File: config.mk
export PLATFORM = sky130hd
export DESIGN_NAME = cpu_instruction_timing
export DESIGN_NICKNAME = d
export VERILOG_FILES = /design/src/core/cpu_timing_pkg.sv /design/src/core/cpu_instruction_timing.sv
export VERILOG_INCLUDE_DIRS = /design/src /design/src/core
export SDC_FILE = /design/constraint.sdc
export NUM_CORES = 1
export LEC_CHECK = 0
export BUFFER_PORTS_ARGS = -buffer_cell sky130_fd_sc_hd__buf_4
export CORE_MARGIN = 2
export CORE_UTILIZATION = 30
export CTS_CLUSTER_DIAMETER = 30
export DETAILED_ROUTE_END_ITERATION = 10
export SYNTH_ARGS = -nofsm -noshare
export SYNTH_HDL_FRONTEND = slang
export SYNTH_SLANG_ARGS = --single-unit
File: constraint.sdc
create_clock -name clk -period 2.1 [get_ports clk]
set_input_delay 0.42 -clock clk [delete_from_list [all_inputs] [get_ports clk]]
set_output_delay 0.42 -clock clk [all_outputs]
set_load 0.1 [all_outputs]
File: src/core/cpu_timing_consts.svh
// Timing and opcode constants for the instruction timing controller
`ifndef CPU_TIMING_CONSTS_SVH
`define CPU_TIMING_CONSTS_SVH

// Width of the cycle count field; the longest instruction takes 8 cycles
`define CT_CYC_W       4
// Width of the byte length field; the longest instruction is 3 bytes
`define CT_LEN_W       2
// Extra cycle a conditional branch spends when it is taken
`define CT_BR_EXTRA    4'h1
// Opcodes with special meaning
`define CT_NOP_OP      8'h00
`define CT_SPARE_OP    8'hA5
`define CT_BIT_CLR_OP  8'h10
// Clock figures: 250 MHz core clock, period in ns
`define CT_CLK_MHZ     250
`define CT_CLK_NS      4

`endif

File: src/core/cpu_timing_pkg.sv
// Types shared by the instruction timing controller
package cpu_timing_pkg;

  // One decoded instruction as it is issued and retired
  typedef struct packed {
    logic [7:0] opcode;
    logic [1:0] len;      // program bytes
    logic [3:0] cycles;   // clock cycles actually spent
    logic       cond;     // conditional branch
    logic       taken;    // branch condition was true
    logic       clr_bit;  // tested bit is cleared
  } instr_info_t;

  // Controller phase
  typedef enum logic [0:0] {
    PH_IDLE,
    PH_EXEC
  } phase_t;

endpackage

File: src/core/cpu_instruction_timing.sv
// Instruction decode and cycle timing control for the pipelined 8-bit core
// Operation
// - Timing counted only in system clock cycles
// - Most instructions take cycles equal to bytes
// - Untaken conditional branch takes one cycle less
// - ALU with working register: 1 byte, 1 cycle
// - ALU with indirect RAM: 1 byte, 2 cycles
// - ALU with direct byte: 2 bytes, 2 cycles
// - ALU with immediate: 2 bytes, 2 cycles
// - Logic immediate into direct: 3 bytes, 3 cycles
// - Load data pointer immediate: 3 bytes, 3 cycles
// - Code byte reads: 1 byte, 3 cycles
// - External data moves: 1 byte, 3 cycles
// - Push and pop: 2 bytes, 2 cycles
// - Direct-to-direct and immediate-to-direct: 3 bytes, 3 cycles
// - Stores through index register take 2 cycles
// - Low nibble exchange: 1 byte, 2 cycles
// - Working register exchange: 1 byte, 1 cycle
// - Accumulator-only operations: 1 byte, 1 cycle
// - Carry and direct bit operations: 2 bytes, 2 cycles
// - Jump-if-set-and-clear: 3 bytes, 3/4, clears bit
// - Indirect jump via data pointer: 1 byte, 3 cycles
// - Spare opcode behaves as no-operation
`timescale 1ns/10ps
`include "cpu_timing_consts.svh"

module cpu_instruction_timing (
  // Clock and reset
  input  wire logic                        clk,
  input  wire logic                        rst,
  // Opcode fetch
  input  wire logic                        op_valid,
  input  wire logic [7:0]                  op_byte,
  output logic                             op_ready,
  // Branch condition from the datapath, valid with the opcode
  input  wire logic                        branch_taken,
  // Issue and retire
  output cpu_timing_pkg::instr_info_t      issue_info,
  output logic                             busy,
  output logic                             retire,
  output cpu_timing_pkg::instr_info_t      retire_info
);

  // Length and base cycle count for every opcode, laid out by low nibble
  function automatic cpu_timing_pkg::instr_info_t decode(input logic [7:0] op,
                                                         input logic       tk);
    cpu_timing_pkg::instr_info_t d;
    logic [3:0] hi;
    logic [3:0] lo;
    logic [1:0] l;
    logic [3:0] c;
    logic       cd;
    hi = op[7:4];
    lo = op[3:0];
    l  = 2'h1;
    c  = 4'h1;
    cd = 1'b0;
    if (lo[3]) begin
      // Working register column
      case (hi)
        4'h7, 4'h8, 4'hA: begin l = 2'h2; c = 4'h2; end
        4'hB:             begin l = 2'h3; c = 4'h3; cd = 1'b1; end
        4'hD:             begin l = 2'h2; c = 4'h2; cd = 1'b1; end
        default:          begin l = 2'h1; c = 4'h1; end
      endcase
    end else begin
      case (lo)
        4'h6, 4'h7: begin
          // Index register indirect column
          case (hi)
            4'h7, 4'h8, 4'hA: begin l = 2'h2; c = 4'h2; end
            4'hB:             begin l = 2'h3; c = 4'h4; cd = 1'b1; end
            default:          begin l = 2'h1; c = 4'h2; end
          endcase
        end
        4'h5: begin
          case (hi)
            4'h7, 4'h8: begin l = 2'h3; c = 4'h3; end
            4'hA:       begin l = 2'h1; c = 4'h1; end
            4'hB, 4'hD: begin l = 2'h3; c = 4'h3; cd = 1'b1; end
            default:    begin l = 2'h2; c = 4'h2; end
          endcase
        end
        4'h4: begin
          case (hi)
            4'h0, 4'h1, 4'hC, 4'hD, 4'hE, 4'hF: begin l = 2'h1; c = 4'h1; end
            4'h8:    begin l = 2'h1; c = 4'h8; end
            4'hA:    begin l = 2'h1; c = 4'h4; end
            4'hB:    begin l = 2'h3; c = 4'h3; cd = 1'b1; end
            default: begin l = 2'h2; c = 4'h2; end
          endcase
        end
        4'h3: begin
          case (hi)
            4'h4, 4'h5, 4'h6: begin l = 2'h3; c = 4'h3; end
            4'h7, 4'h8, 4'h9, 4'hE, 4'hF: begin
              l = 2'h1;
              c = 4'h3;
            end
            default: begin l = 2'h1; c = 4'h1; end
          endcase
        end
        4'h2: begin
          case (hi)
            4'h0, 4'h1: begin l = 2'h3; c = 4'h4; end
            4'h2, 4'h3: begin l = 2'h1; c = 4'h5; end
            4'hE, 4'hF: begin l = 2'h1; c = 4'h3; end
            default:    begin l = 2'h2; c = 4'h2; end
          endcase
        end
        4'h1: begin
          l = 2'h2;
          c = 4'h3;
        end
        default: begin
          // Column 0: relative jumps, bit ops, stack, pointer loads
          case (hi)
            4'h0:                   begin l = 2'h1; c = 4'h1; end
            4'h1, 4'h2, 4'h3:       begin l = 2'h3; c = 4'h3; cd = 1'b1; end
            4'h4, 4'h5, 4'h6, 4'h7: begin l = 2'h2; c = 4'h2; cd = 1'b1; end
            4'h8:                   begin l = 2'h2; c = 4'h3; end
            4'h9:                   begin l = 2'h3; c = 4'h3; end
            4'hE, 4'hF:             begin l = 2'h1; c = 4'h3; end
            default:                begin l = 2'h2; c = 4'h2; end
          endcase
        end
      endcase
    end
    d.opcode  = op;
    d.len     = l;
    // Taken conditional branches spend one more cycle
    d.cycles  = (cd && tk) ? c + `CT_BR_EXTRA : c;
    d.cond    = cd;
    d.taken   = cd && tk;
    d.clr_bit = (op == `CT_BIT_CLR_OP);
    return d;
  endfunction

  cpu_timing_pkg::phase_t      phase_r;
  logic [`CT_CYC_W-1:0]        cnt_r;
  cpu_timing_pkg::instr_info_t cur_r;
  logic                        retire_r;
  cpu_timing_pkg::instr_info_t dec;
  cpu_timing_pkg::instr_info_t dec_nt;
  logic                        accept;

  assign dec    = decode(op_byte, branch_taken);
  // Same opcode judged as not taken, checker helper
  assign dec_nt = decode(op_byte, 1'b0);
  // Fetch is held off until the running instruction used all its cycles
  assign op_ready = (cnt_r == '0);
  assign accept   = op_valid && op_ready;
  assign busy     = (phase_r == cpu_timing_pkg::PH_EXEC);
  assign issue_info  = cur_r;
  assign retire      = retire_r;
  assign retire_info = cur_r;

  // Remaining cycles of the running instruction, in clock cycles only
  always_ff @(posedge clk or posedge rst) begin
    if (rst) begin
      cnt_r <= '0;
    end else if (accept) begin
      cnt_r <= dec.cycles - 4'h1;
    end else if (cnt_r != '0) begin
      cnt_r <= cnt_r - 4'h1;
    end
  end

  // Latched instruction description
  always_ff @(posedge clk or posedge rst) begin
    if (rst) begin
      cur_r <= '0;
    end else if (accept) begin
      cur_r <= dec;
    end
  end

  // Phase tracking
  always_ff @(posedge clk or posedge rst) begin
    if (rst) begin
      phase_r <= cpu_timing_pkg::PH_IDLE;
    end else begin
      case (phase_r)
        cpu_timing_pkg::PH_IDLE: begin
          if (accept && dec.cycles != 4'h1) begin
            phase_r <= cpu_timing_pkg::PH_EXEC;
          end
        end
        cpu_timing_pkg::PH_EXEC: begin
          if (cnt_r == 4'h1) begin
            phase_r <= cpu_timing_pkg::PH_IDLE;
          end
        end
        default: phase_r <= cpu_timing_pkg::PH_IDLE;
      endcase
    end
  end

  // Retire pulse after the last cycle of each instruction
  always_ff @(posedge clk or posedge rst) begin
    if (rst) begin
      retire_r <= 1'b0;
    end else begin
      retire_r <= (accept && dec.cycles == 4'h1) || (cnt_r == 4'h1);
    end
  end

  // Cycles spent since issue, checker helper
  logic [3:0] span_r;
  always_ff @(posedge clk or posedge rst) begin
    if (rst) begin
      span_r <= '0;
    end else if (accept) begin
      span_r <= 4'h1;
    end else if (span_r != 4'hF) begin
      span_r <= span_r + 4'h1;
    end
  end

  chk_span_match: assert property (@(posedge clk) disable iff (rst)
    retire |-> span_r == cur_r.cycles)
    else $error("retire time differs from decoded cycle count");

  chk_hold_issue: assert property (@(posedge clk) disable iff (rst)
    accept && dec.cycles > 4'h1 |=> !op_ready ##0 (cnt_r == $past(dec.cycles) - 4'h1))
    else $error("fetch not held off during multi-cycle instruction");

  chk_branch_extra: assert property (@(posedge clk) disable iff (rst)
    accept && dec.cond |-> dec.cycles == dec_nt.cycles + (branch_taken ? 4'h1 : 4'h0))
    else $error("branch taken and untaken differ by other than one cycle");

  chk_reg_alu: assert property (@(posedge clk) disable iff (rst)
    accept && op_byte[3] && op_byte[7:4] inside {4'h2, 4'h3, 4'h4, 4'h5, 4'h6, 4'h9}
      |-> dec.len == 2'h1 && dec.cycles == 4'h1)
    else $error("working register ALU op not 1 byte 1 cycle");

  chk_ind_alu: assert property (@(posedge clk) disable iff (rst)
    accept && op_byte[3:1] == 3'h3 && op_byte[7:4] inside {4'h2, 4'h3, 4'h4, 4'h5, 4'h6, 4'h9}
      |-> dec.len == 2'h1 && dec.cycles == 4'h2)
    else $error("indirect ALU op not 1 byte 2 cycles");

  chk_ext_moves: assert property (@(posedge clk) disable iff (rst)
    accept && op_byte[7:5] == 3'h7 && op_byte[3:2] == 2'h0 && op_byte[1:0] != 2'h1
      |=> !retire ##1 !retire ##1 retire)
    else $error("external data move not retired after 3 cycles");

  chk_spare_nop: assert property (@(posedge clk) disable iff (rst)
    accept && op_byte == `CT_SPARE_OP |=> retire && op_ready)
    else $error("spare opcode not handled as no-operation");

  chk_bit_clear: assert property (@(posedge clk) disable iff (rst)
    accept && op_byte == `CT_BIT_CLR_OP
      |-> dec.len == 2'h3 && dec.cycles == (branch_taken ? 4'h4 : 4'h3) && dec.clr_bit)
    else $error("jump-if-set-and-clear timing or clear flag wrong");

  chk_len_eq_cyc: assert property (@(posedge clk) disable iff (rst)
    accept && op_byte inside {8'h75, 8'h85, 8'h90, 8'h43, 8'hC0, 8'hD0, 8'hE8}
      |-> dec.cycles == {2'h0, dec.len})
    else $error("cycles differ from byte length");

  // Opcode class checks, figures written out independently of the table
  chk_alu_direct: assert property (@(posedge clk) disable iff (rst)
    accept && op_byte[3:0] == 4'h5 && op_byte[7:4] inside {4'h2, 4'h3, 4'h4, 4'h5, 4'h6, 4'h9}
      |-> dec.len == 2'h2 && dec.cycles == 4'h2)
    else $error("direct operand ALU op not 2 bytes 2 cycles");

  chk_alu_imm: assert property (@(posedge clk) disable iff (rst)
    accept && op_byte[3:0] == 4'h4 && op_byte[7:4] inside {4'h2, 4'h3, 4'h4, 4'h5, 4'h6, 4'h9}
      |-> dec.len == 2'h2 && dec.cycles == 4'h2)
    else $error("immediate ALU op not 2 bytes 2 cycles");

  chk_logic_imm: assert property (@(posedge clk) disable iff (rst)
    accept && op_byte inside {8'h43, 8'h53, 8'h63}
      |-> dec.len == 2'h3 && dec.cycles == 4'h3)
    else $error("logic immediate into direct not 3 bytes 3 cycles");

  chk_data_pointer16_load: assert property (@(posedge clk) disable iff (rst)
    accept && op_byte == 8'h90
      |-> dec.len == 2'h3 ##1 !retire ##1 !retire ##1 retire)
    else $error("data pointer load not retired after 3 cycles");

  chk_code_read: assert property (@(posedge clk) disable iff (rst)
    accept && op_byte inside {8'h73, 8'h83, 8'h93}
      |-> dec.len == 2'h1 ##1 !retire ##1 !retire ##1 retire)
    else $error("code read or indirect jump not 1 byte 3 cycles");

  chk_push_pop: assert property (@(posedge clk) disable iff (rst)
    accept && op_byte inside {8'hC0, 8'hD0}
      |-> dec.len == 2'h2 ##1 !retire ##1 retire)
    else $error("stack push or pop not 2 bytes 2 cycles");

  chk_direct_move: assert property (@(posedge clk) disable iff (rst)
    accept && op_byte inside {8'h75, 8'h85}
      |-> dec.len == 2'h3 && dec.cycles == 4'h3)
    else $error("move into direct byte not 3 bytes 3 cycles");

  chk_ind_store: assert property (@(posedge clk) disable iff (rst)
    accept && op_byte[7:1] inside {7'h3B, 7'h53, 7'h7B}
      |-> dec.cycles == 4'h2 && (op_byte[7:4] != 4'hF || dec.len == 2'h1))
    else $error("indirect store not 2 cycles");

  chk_nibble_xchg: assert property (@(posedge clk) disable iff (rst)
    accept && op_byte[7:1] == 7'h6B
      |-> dec.len == 2'h1 && dec.cycles == 4'h2)
    else $error("low nibble exchange not 1 byte 2 cycles");

  chk_reg_xchg: assert property (@(posedge clk) disable iff (rst)
    accept && op_byte[7:3] == 5'h19
      |-> dec.len == 2'h1 && dec.cycles == 4'h1)
    else $error("working register exchange not 1 byte 1 cycle");

  chk_acc_only: assert property (@(posedge clk) disable iff (rst)
    accept && op_byte inside {8'h03, 8'h13, 8'h23, 8'h33, 8'hC4, 8'hE4, 8'hF4}
      |-> dec.len == 2'h1 && dec.cycles == 4'h1)
    else $error("accumulator-only op not 1 byte 1 cycle");

  chk_bit_ops: assert property (@(posedge clk) disable iff (rst)
    accept && op_byte inside {8'h72, 8'hA0, 8'h82, 8'hB0, 8'hA2, 8'h92, 8'hB2, 8'hC2, 8'hD2}
      |-> dec.len == 2'h2 && dec.cycles == 4'h2)
    else $error("carry or direct bit op not 2 bytes 2 cycles");

  chk_single_cycle: assert property (@(posedge clk) disable iff (rst)
    accept && dec.cycles == 4'h1
      |=> retire && op_ready && !busy)
    else $error("single-cycle op did not retire on the next cycle");

  chk_busy_ready: assert property (@(posedge clk) disable iff (rst)
    busy
      |-> !op_ready)
    else $error("fetch offered while an instruction is still running");

  chk_issue_latch: assert property (@(posedge clk) disable iff (rst)
    accept
      |=> issue_info == $past(dec))
    else $error("issued description differs from the accepted opcode");

  cov_single: cover property (@(posedge clk) disable iff (rst)
    accept && dec.cycles == 4'h1 ##1 accept);
  cov_taken: cover property (@(posedge clk) disable iff (rst)
    accept && dec.cond && branch_taken);
  cov_untaken: cover property (@(posedge clk) disable iff (rst)
    accept && dec.cond && !branch_taken);
  cov_longest: cover property (@(posedge clk) disable iff (rst)
    retire && retire_info.cycles == 4'h8);
  cov_chained_long: cover property (@(posedge clk) disable iff (rst)
    retire && accept && dec.cycles > 4'h1);

endmodule // cpu_instruction_timing

==> results.md, run 1 <==
- Final instance area: 0.00300 mm2
- Fmax: 428 MHz
- First-pass GRT wire length: 9.18 mm
- Vias in the first global route: 1894
- Largest net degree at the start of global routing: 25
- Reg2reg start: cnt_r[0]
- Worst Setup End Kind: flip-flop
- Routability cong.: 0.827
- First-pass DRT Iterations: 4
- P_int: 1.46 mW
- DIE HEIGHT: 83.0 um
- Seq pwr share: 18.3%
- CTS root buf: clkbuf_8
- Diode count: 0
- Post-Syn Area: 0.00187 mm2
- Sw Share: 65.3%
- Clock Pin Slew Worst Setup and Hold Paths: 0.08 ns
- M2 GR Usage: 26.2%
- Yosys reg bits: 23
- Clk network pwr share: 6.4%
- Register area share after synthesis: 30.7%
- DRC Markers: 0
- Crit start category: input pin
- Skew final: 0.00850 ns
- Port bufs: 48
- Die width: 83.0 um
- DP Worst Slack: -0.667 ns
- Final net count: 341
- Syn_nets: 250
- Worst EP required: 2.29 ns
- Crit path kind: in -> reg
- Combinational share of power: 75.4%
- RSZ-0062 raised after global routing: true
- DR vias/cell: 4.94
- Ys async rst share: 100%
- Rel. slew slack: 68.1%
- Top-count cell post-synth: nand2_1
- CTS Buffer Depth: 2
- Arr. time, crit path: 2.52 ns
- Initial Utilization: 31.3%
- Worst setup endpoint: cnt_r[1]
- Pins Over Slew Limit: 0
- Global-route congestion overflow total: 0
- Post-synth top cells: nand2_1, dfrtp_1, buf_4
- HP Class: in -> async
- Final WS setup: -0.235 ns
- Area Overhead vs Synth: 60.0%
- Starting DRT DRC Count: 66
- Synth Flop Type: dfrtp_1
- Post-synth cell types: 57
- Leading cell types by total area after synthesis: dfrtp_1, nand2_1, buf_4, o21ai_0, ha_1
- Crit. Startpoint: op_byte[7]
- Number of enable flip-flop cells after synthesis: 0
- Final setup fails: 5
- Core area: 0.00599 mm2
- Total Routing Usage GR: 15.8%
- Psw: 2.74 mW
- Final min period: 2.34 ns
- Clock insertion delay at the later pin of the skew report: 0.26 ns
- Reg2reg end: busy
- Failing checks: negative setup slack
- Worst-Margin Slew: 0.478 ns
- Cells after DPL: 379
- Die area: 0.00690 mm2
- Syn Area/Cell: 8.04 um2
- Routed via count: 1968
- CTS Buf Count: 3
- Leakage: 1.44 nW
- PwrDens: 1400 mW/mm2
- Area leader, netlist: dfrtp_1
- Post-DP Area: 0.00263 mm2
- Routed WL: 5.67 mm
- Initial antenna violation count: 0
- Yosys top cell area share: 30.7%
- Flop-to-flop setup slack: 0.30 ns
- Syn. warnings: 0
- Synth Instances: 233
- Fin crit share: 111%
- H-tree Lvls: 1
- Crit-path max FO: 7
- Final Hold Viols: 0
- Ports: 49
- Worst r2r path cells: 7
- Worst VDD drop: 1380 uV
- Outcome: complete, but fails checks
- Number of max-cap violations: 0
- Post-DP HPWL: 4.20 mm
- ANT nets after route: 0
- M1 GR Usage: 21.7%
- Setup TNS: -0.815 ns
- Fin cells: 398
- WL per Instance: 14.3 um
- GR peak layer: met2
- Hold_buf cts: 0
- Total Power Consumption: 4.19 mW
- Num rows: 28
- CTS tree: yes
- Clock sink count: 23
- Met3 usage: 1.89%
- Layout cells sized above 1: 49.5%
[routing by layer]
| layer | vias to the layer above | wire length, um |
|---|---|---|
| li1 | 980 | - |
| met1 | 926 | 2610 |
| met2 | 55 | 2720 |
| met3 | 7 | 265 |
| met4 | 0 | 80 |
| met5 | - | 0 |
[registers in the layout, indices dropped and copies added (netlist names)]
signal,flops
issue_info,17
cnt_r,4
busy,1
retire,1
[repair_timing]
action                     4_1_cts  5_1_grt
pin swaps                       22        6
gates cloned                     0        2
setup endpoints to repair        7        9
setup buffers                   11        7
resized for setup               32       11
[cells by family after synthesis]
logic type | synth area share [%]
fa+ha+maj | 3.34
simple gates | 26.6
flops | 30.7
compound gates | 21.0
buf+inv | 14.7
xor+xnor | 3.61
[how the worst min path moves through the flow]
stage / from / to / slack [ns]
2_1_floorplan: rst / busy / 0.42
3_3_place_gp: rst / issue_info[16] / 0.48
3_5_place_dp: rst / issue_info[16] / 0.49
4_1_cts: rst / cnt_r[1] / 0.21
5_1_grt: rst / issue_info[5] / 0.25
6_report: rst / cnt_r[3] / 0.20
[critical path: stages]
cell and delay [ns]:
buf_8 0.11, buf_6 0.11, o21a_1 0.17, o22a_1 0.25, o311ai_4 0.27, o2bb2ai_2 0.11, inv_2 0.08, ha_4 0.19
inv_2 0.05, nor2_2 0.03, a31oi_2 0.20, ha_2 0.32, nand2_1 0.06, o211ai_1 0.07, o21ai_1 0.08
[per-stage QoR]
stage	utilization, %	hold slack (ns)
final	50.1	0.201
after global placement	43.8	0.483
after CTS	47.7	0.208
after global routing	50.1	0.249
after floorplan	-	0.422
after detailed placement	43.8	0.489
[cell type report]
class | count | area (um2)
fillers | 555 | 2990
well taps | 75 | 93.8
flip-flops and latches | 23 | 576
multi-input cells | 162 | 1170
clock buffers | 4 | 45.0
repair buffers | 123 | 1060
inverters | 11 | 45.0
[power groups by stage]
stage	Clock, mW	Combinational (mW)	Sequential [mW]
after floorplan	0	1.63	1.74
after global placement	0	3.07	0.766
after detailed placement	0	3.09	0.776
after CTS	0.274	3.14	0.766
after global routing	0.289	3.28	0.794
final	0.267	3.16	0.766
[cell usage in the layout (no fill, tap or decap), types with 5 or more instances in the layout]
cell       n
buf_4    104
nand2_1   41
dfrtp_1   23
o21ai_0   12
buf_6     11
nor2_1    10
nand3_1   10
inv_1      6
nor3_1     5
(Power assumes the default switching activity.)
==> run 2: changes to the inputs <==
--- a/config.mk
+++ b/config.mk
@@ -11,6 +11,7 @@
 export CORE_UTILIZATION = 30
 export CTS_CLUSTER_DIAMETER = 30
 export DETAILED_ROUTE_END_ITERATION = 10
+export MAX_ROUTING_LAYER = met4
 export SYNTH_ARGS = -nofsm -noshare
 export SYNTH_HDL_FRONTEND = slang
 export SYNTH_SLANG_ARGS = --single-unit
==> results.md, run 2 (same netlist as run 1, synthesis figures left out) <==
- Crit start category: input pin
- CTS Buf Count: 3
- Die width: 83.0 um
- CTS root buf: clkbuf_8
- CTS Buffer Depth: 2
- Diode count: 0
- Most frequent cells in the layout: buf_4, nand2_1, dfrtp_1
- WL per Instance: 14.3 um
- Final net count: 336
- Skew final: 0.00385 ns
- Ports: 49
- Clock insertion delay at the later pin of the skew report: 0.26 ns
- # fillers: 580
- Initial antenna violation count: 0
- Crit path kind: in -> reg
- Layout cells sized above 1: 51.3%
- Delay-heaviest family, CP: compound AO/OA/AOI/OAI gates
- H-tree Lvls: 1
- Leakage: 1.40 nW
- Most frequent CP cell: ha_4
- Failing checks: negative setup slack
- Port bufs: 48
- M2 GR Usage: 26.2%
- Global-route congestion overflow total: 0
- Sw Share: 65.3%
- Clock Pin Slew Worst Setup and Hold Paths: 0.08 ns
- Crit-path max FO: 4
- DRC Markers: 0
- Outcome: complete, but fails checks
- Max FFs per register: 17
- Cells after DPL: 377
- Fin crit share: 111%
- M1 GR Usage: 22.3%
- Met3 usage: 1.49%
- Worst Path Buf+Inv: 3
- Final Hold Viols: 0
- Min Hold Slack: 0.203 ns
- Area Overhead vs Synth: 59.2%
- Flop-to-flop setup slack: 0.29 ns
- Fmax: 429 MHz
- Post-DP Area: 0.00261 mm2
- DR vias/cell: 4.87
- DP Worst Slack: -0.689 ns
- Starting DRT DRC Count: 76
- Num rows: 28
- Post-DP HPWL: 4.27 mm
- Slowest stage delay, CP: 0.35 ns
- Worst-Margin Slew: 0.507 ns
- Combinational share of power: 75.5%
- RSZ-0062 raised after global routing: true
- First-pass DRT Iterations: 4
- HP Class: in -> async
- Final min period: 2.33 ns
- Seq pwr share: 18.2%
- ANT nets after route: 0
- Core area: 0.00599 mm2
- Arr. time, crit path: 2.49 ns
- Die area: 0.00690 mm2
- P_int: 1.46 mW
- Psw: 2.75 mW
- Worst Setup End Kind: flip-flop
- Final setup fails: 7
- Pins Over Slew Limit: 0
- GR peak layer: met2
- Final WS setup: -0.233 ns
- Worst EP required: 2.25 ns
- Vias in the first global route: 1923
- Setup TNS: -0.826 ns
- Crit-path cells: buf_8 -> buf_6 -> or3_4 -> o32a_1 -> and2_4 -> ha_4 -> inv_4 -> nor2_4 -> a31oi_4 -> ha_4 -> xnor2_2 -> a41o_1
- Clock sink count: 23
- Routed via count: 1915
- Routed WL: 5.62 mm
- Clk network pwr share: 6.3%
- Hold_buf cts: 0
- Total Routing Usage GR: 16.6%
- Routability cong.: 0.859
- Slowest-stage cell, CP: or3_4
- Worst VDD drop: 1210 uV
- DIE HEIGHT: 83.0 um
- First-pass GRT wire length: 9.35 mm
- Largest net degree at the start of global routing: 25
- CTS tree: yes
- PwrDens: 1410 mW/mm2
- Number of max-cap violations: 0
- Rel. slew slack: 66.2%
- Final instance area: 0.00298 mm2
- Fin cells: 393
- Leading cell type in the layout, fill and taps excluded: buf_4
- Initial Utilization: 31.3%
run 2: cell count changes in the layout (fill, tap and decap cells not counted), sizes merged:
cell,delta
clkbuf,-2
buf,-3
run 2: routing by layer:
layer | wire length, um | up-vias
met5 | 0 | -
met1 | 2590 | 903
met2 | 2750 | 47
met4 | 90 | 0
met3 | 188 | 4
li1 | - | 961
run 2: what timing repair did:
item / CTS / global route
gates resized for setup: 30 / 21
pin swaps: 25 / 14
buffers inserted: 12 / 3
endpoints found under the setup margin: 8 / 8
hold endpoints to repair: 0 / 0
run 2: worst min-delay path, cell delays in order:
cell and delay [ns]:
buf_4 0.11, inv_1 0.04, buf_4 0.28
run 2: worst paths after layout:
| path | from | cells past startpoint | end |
|---|---|---|---|
| worst min register to register | issue_info[2] | 2 | issue_info[2] |
| min in group clk | op_byte[2] | 3 | issue_info[11] |
| worst max-delay path | op_byte[7] | 12 | cnt_r[2] |
| max in group asynchronous | rst | 3 | issue_info[3] |
| worst max register to register | cnt_r[0] | 7 | busy |
| worst min-delay path | rst | 3 | issue_info[16] |
run 2: cell type report:
type | count | area, um2 | share of cell area, %
Clock buffer | 4 | 45.0 | 1.51
Inverter | 11 | 47.5 | 1.59
Multi-Input combinational cell | 162 | 1250 | 42.1
Sequential cell | 23 | 576 | 19.3
Tap cell | 75 | 93.8 | 3.14
Timing Repair Buffer | 118 | 967 | 32.4
run 2: per-stage QoR:
stage | power, mW | utilization (%)
floorplan | 3.38 | -
global placement | 3.83 | 43.6
detailed placement | 3.87 | 43.6
CTS | 4.18 | 47.6
global route | 4.41 | 49.8
finish | 4.22 | 49.8
run 2: power groups by stage:
stage                     Sequential, mW  Combinational (mW)  Clock, mW
final                              0.767                3.18      0.266
after global routing               0.810                3.31      0.293
after CTS                          0.771                3.14      0.274
after detailed placement           0.781                3.09          0
after global placement             0.766                3.07          0
after floorplan                     1.74                1.63          0
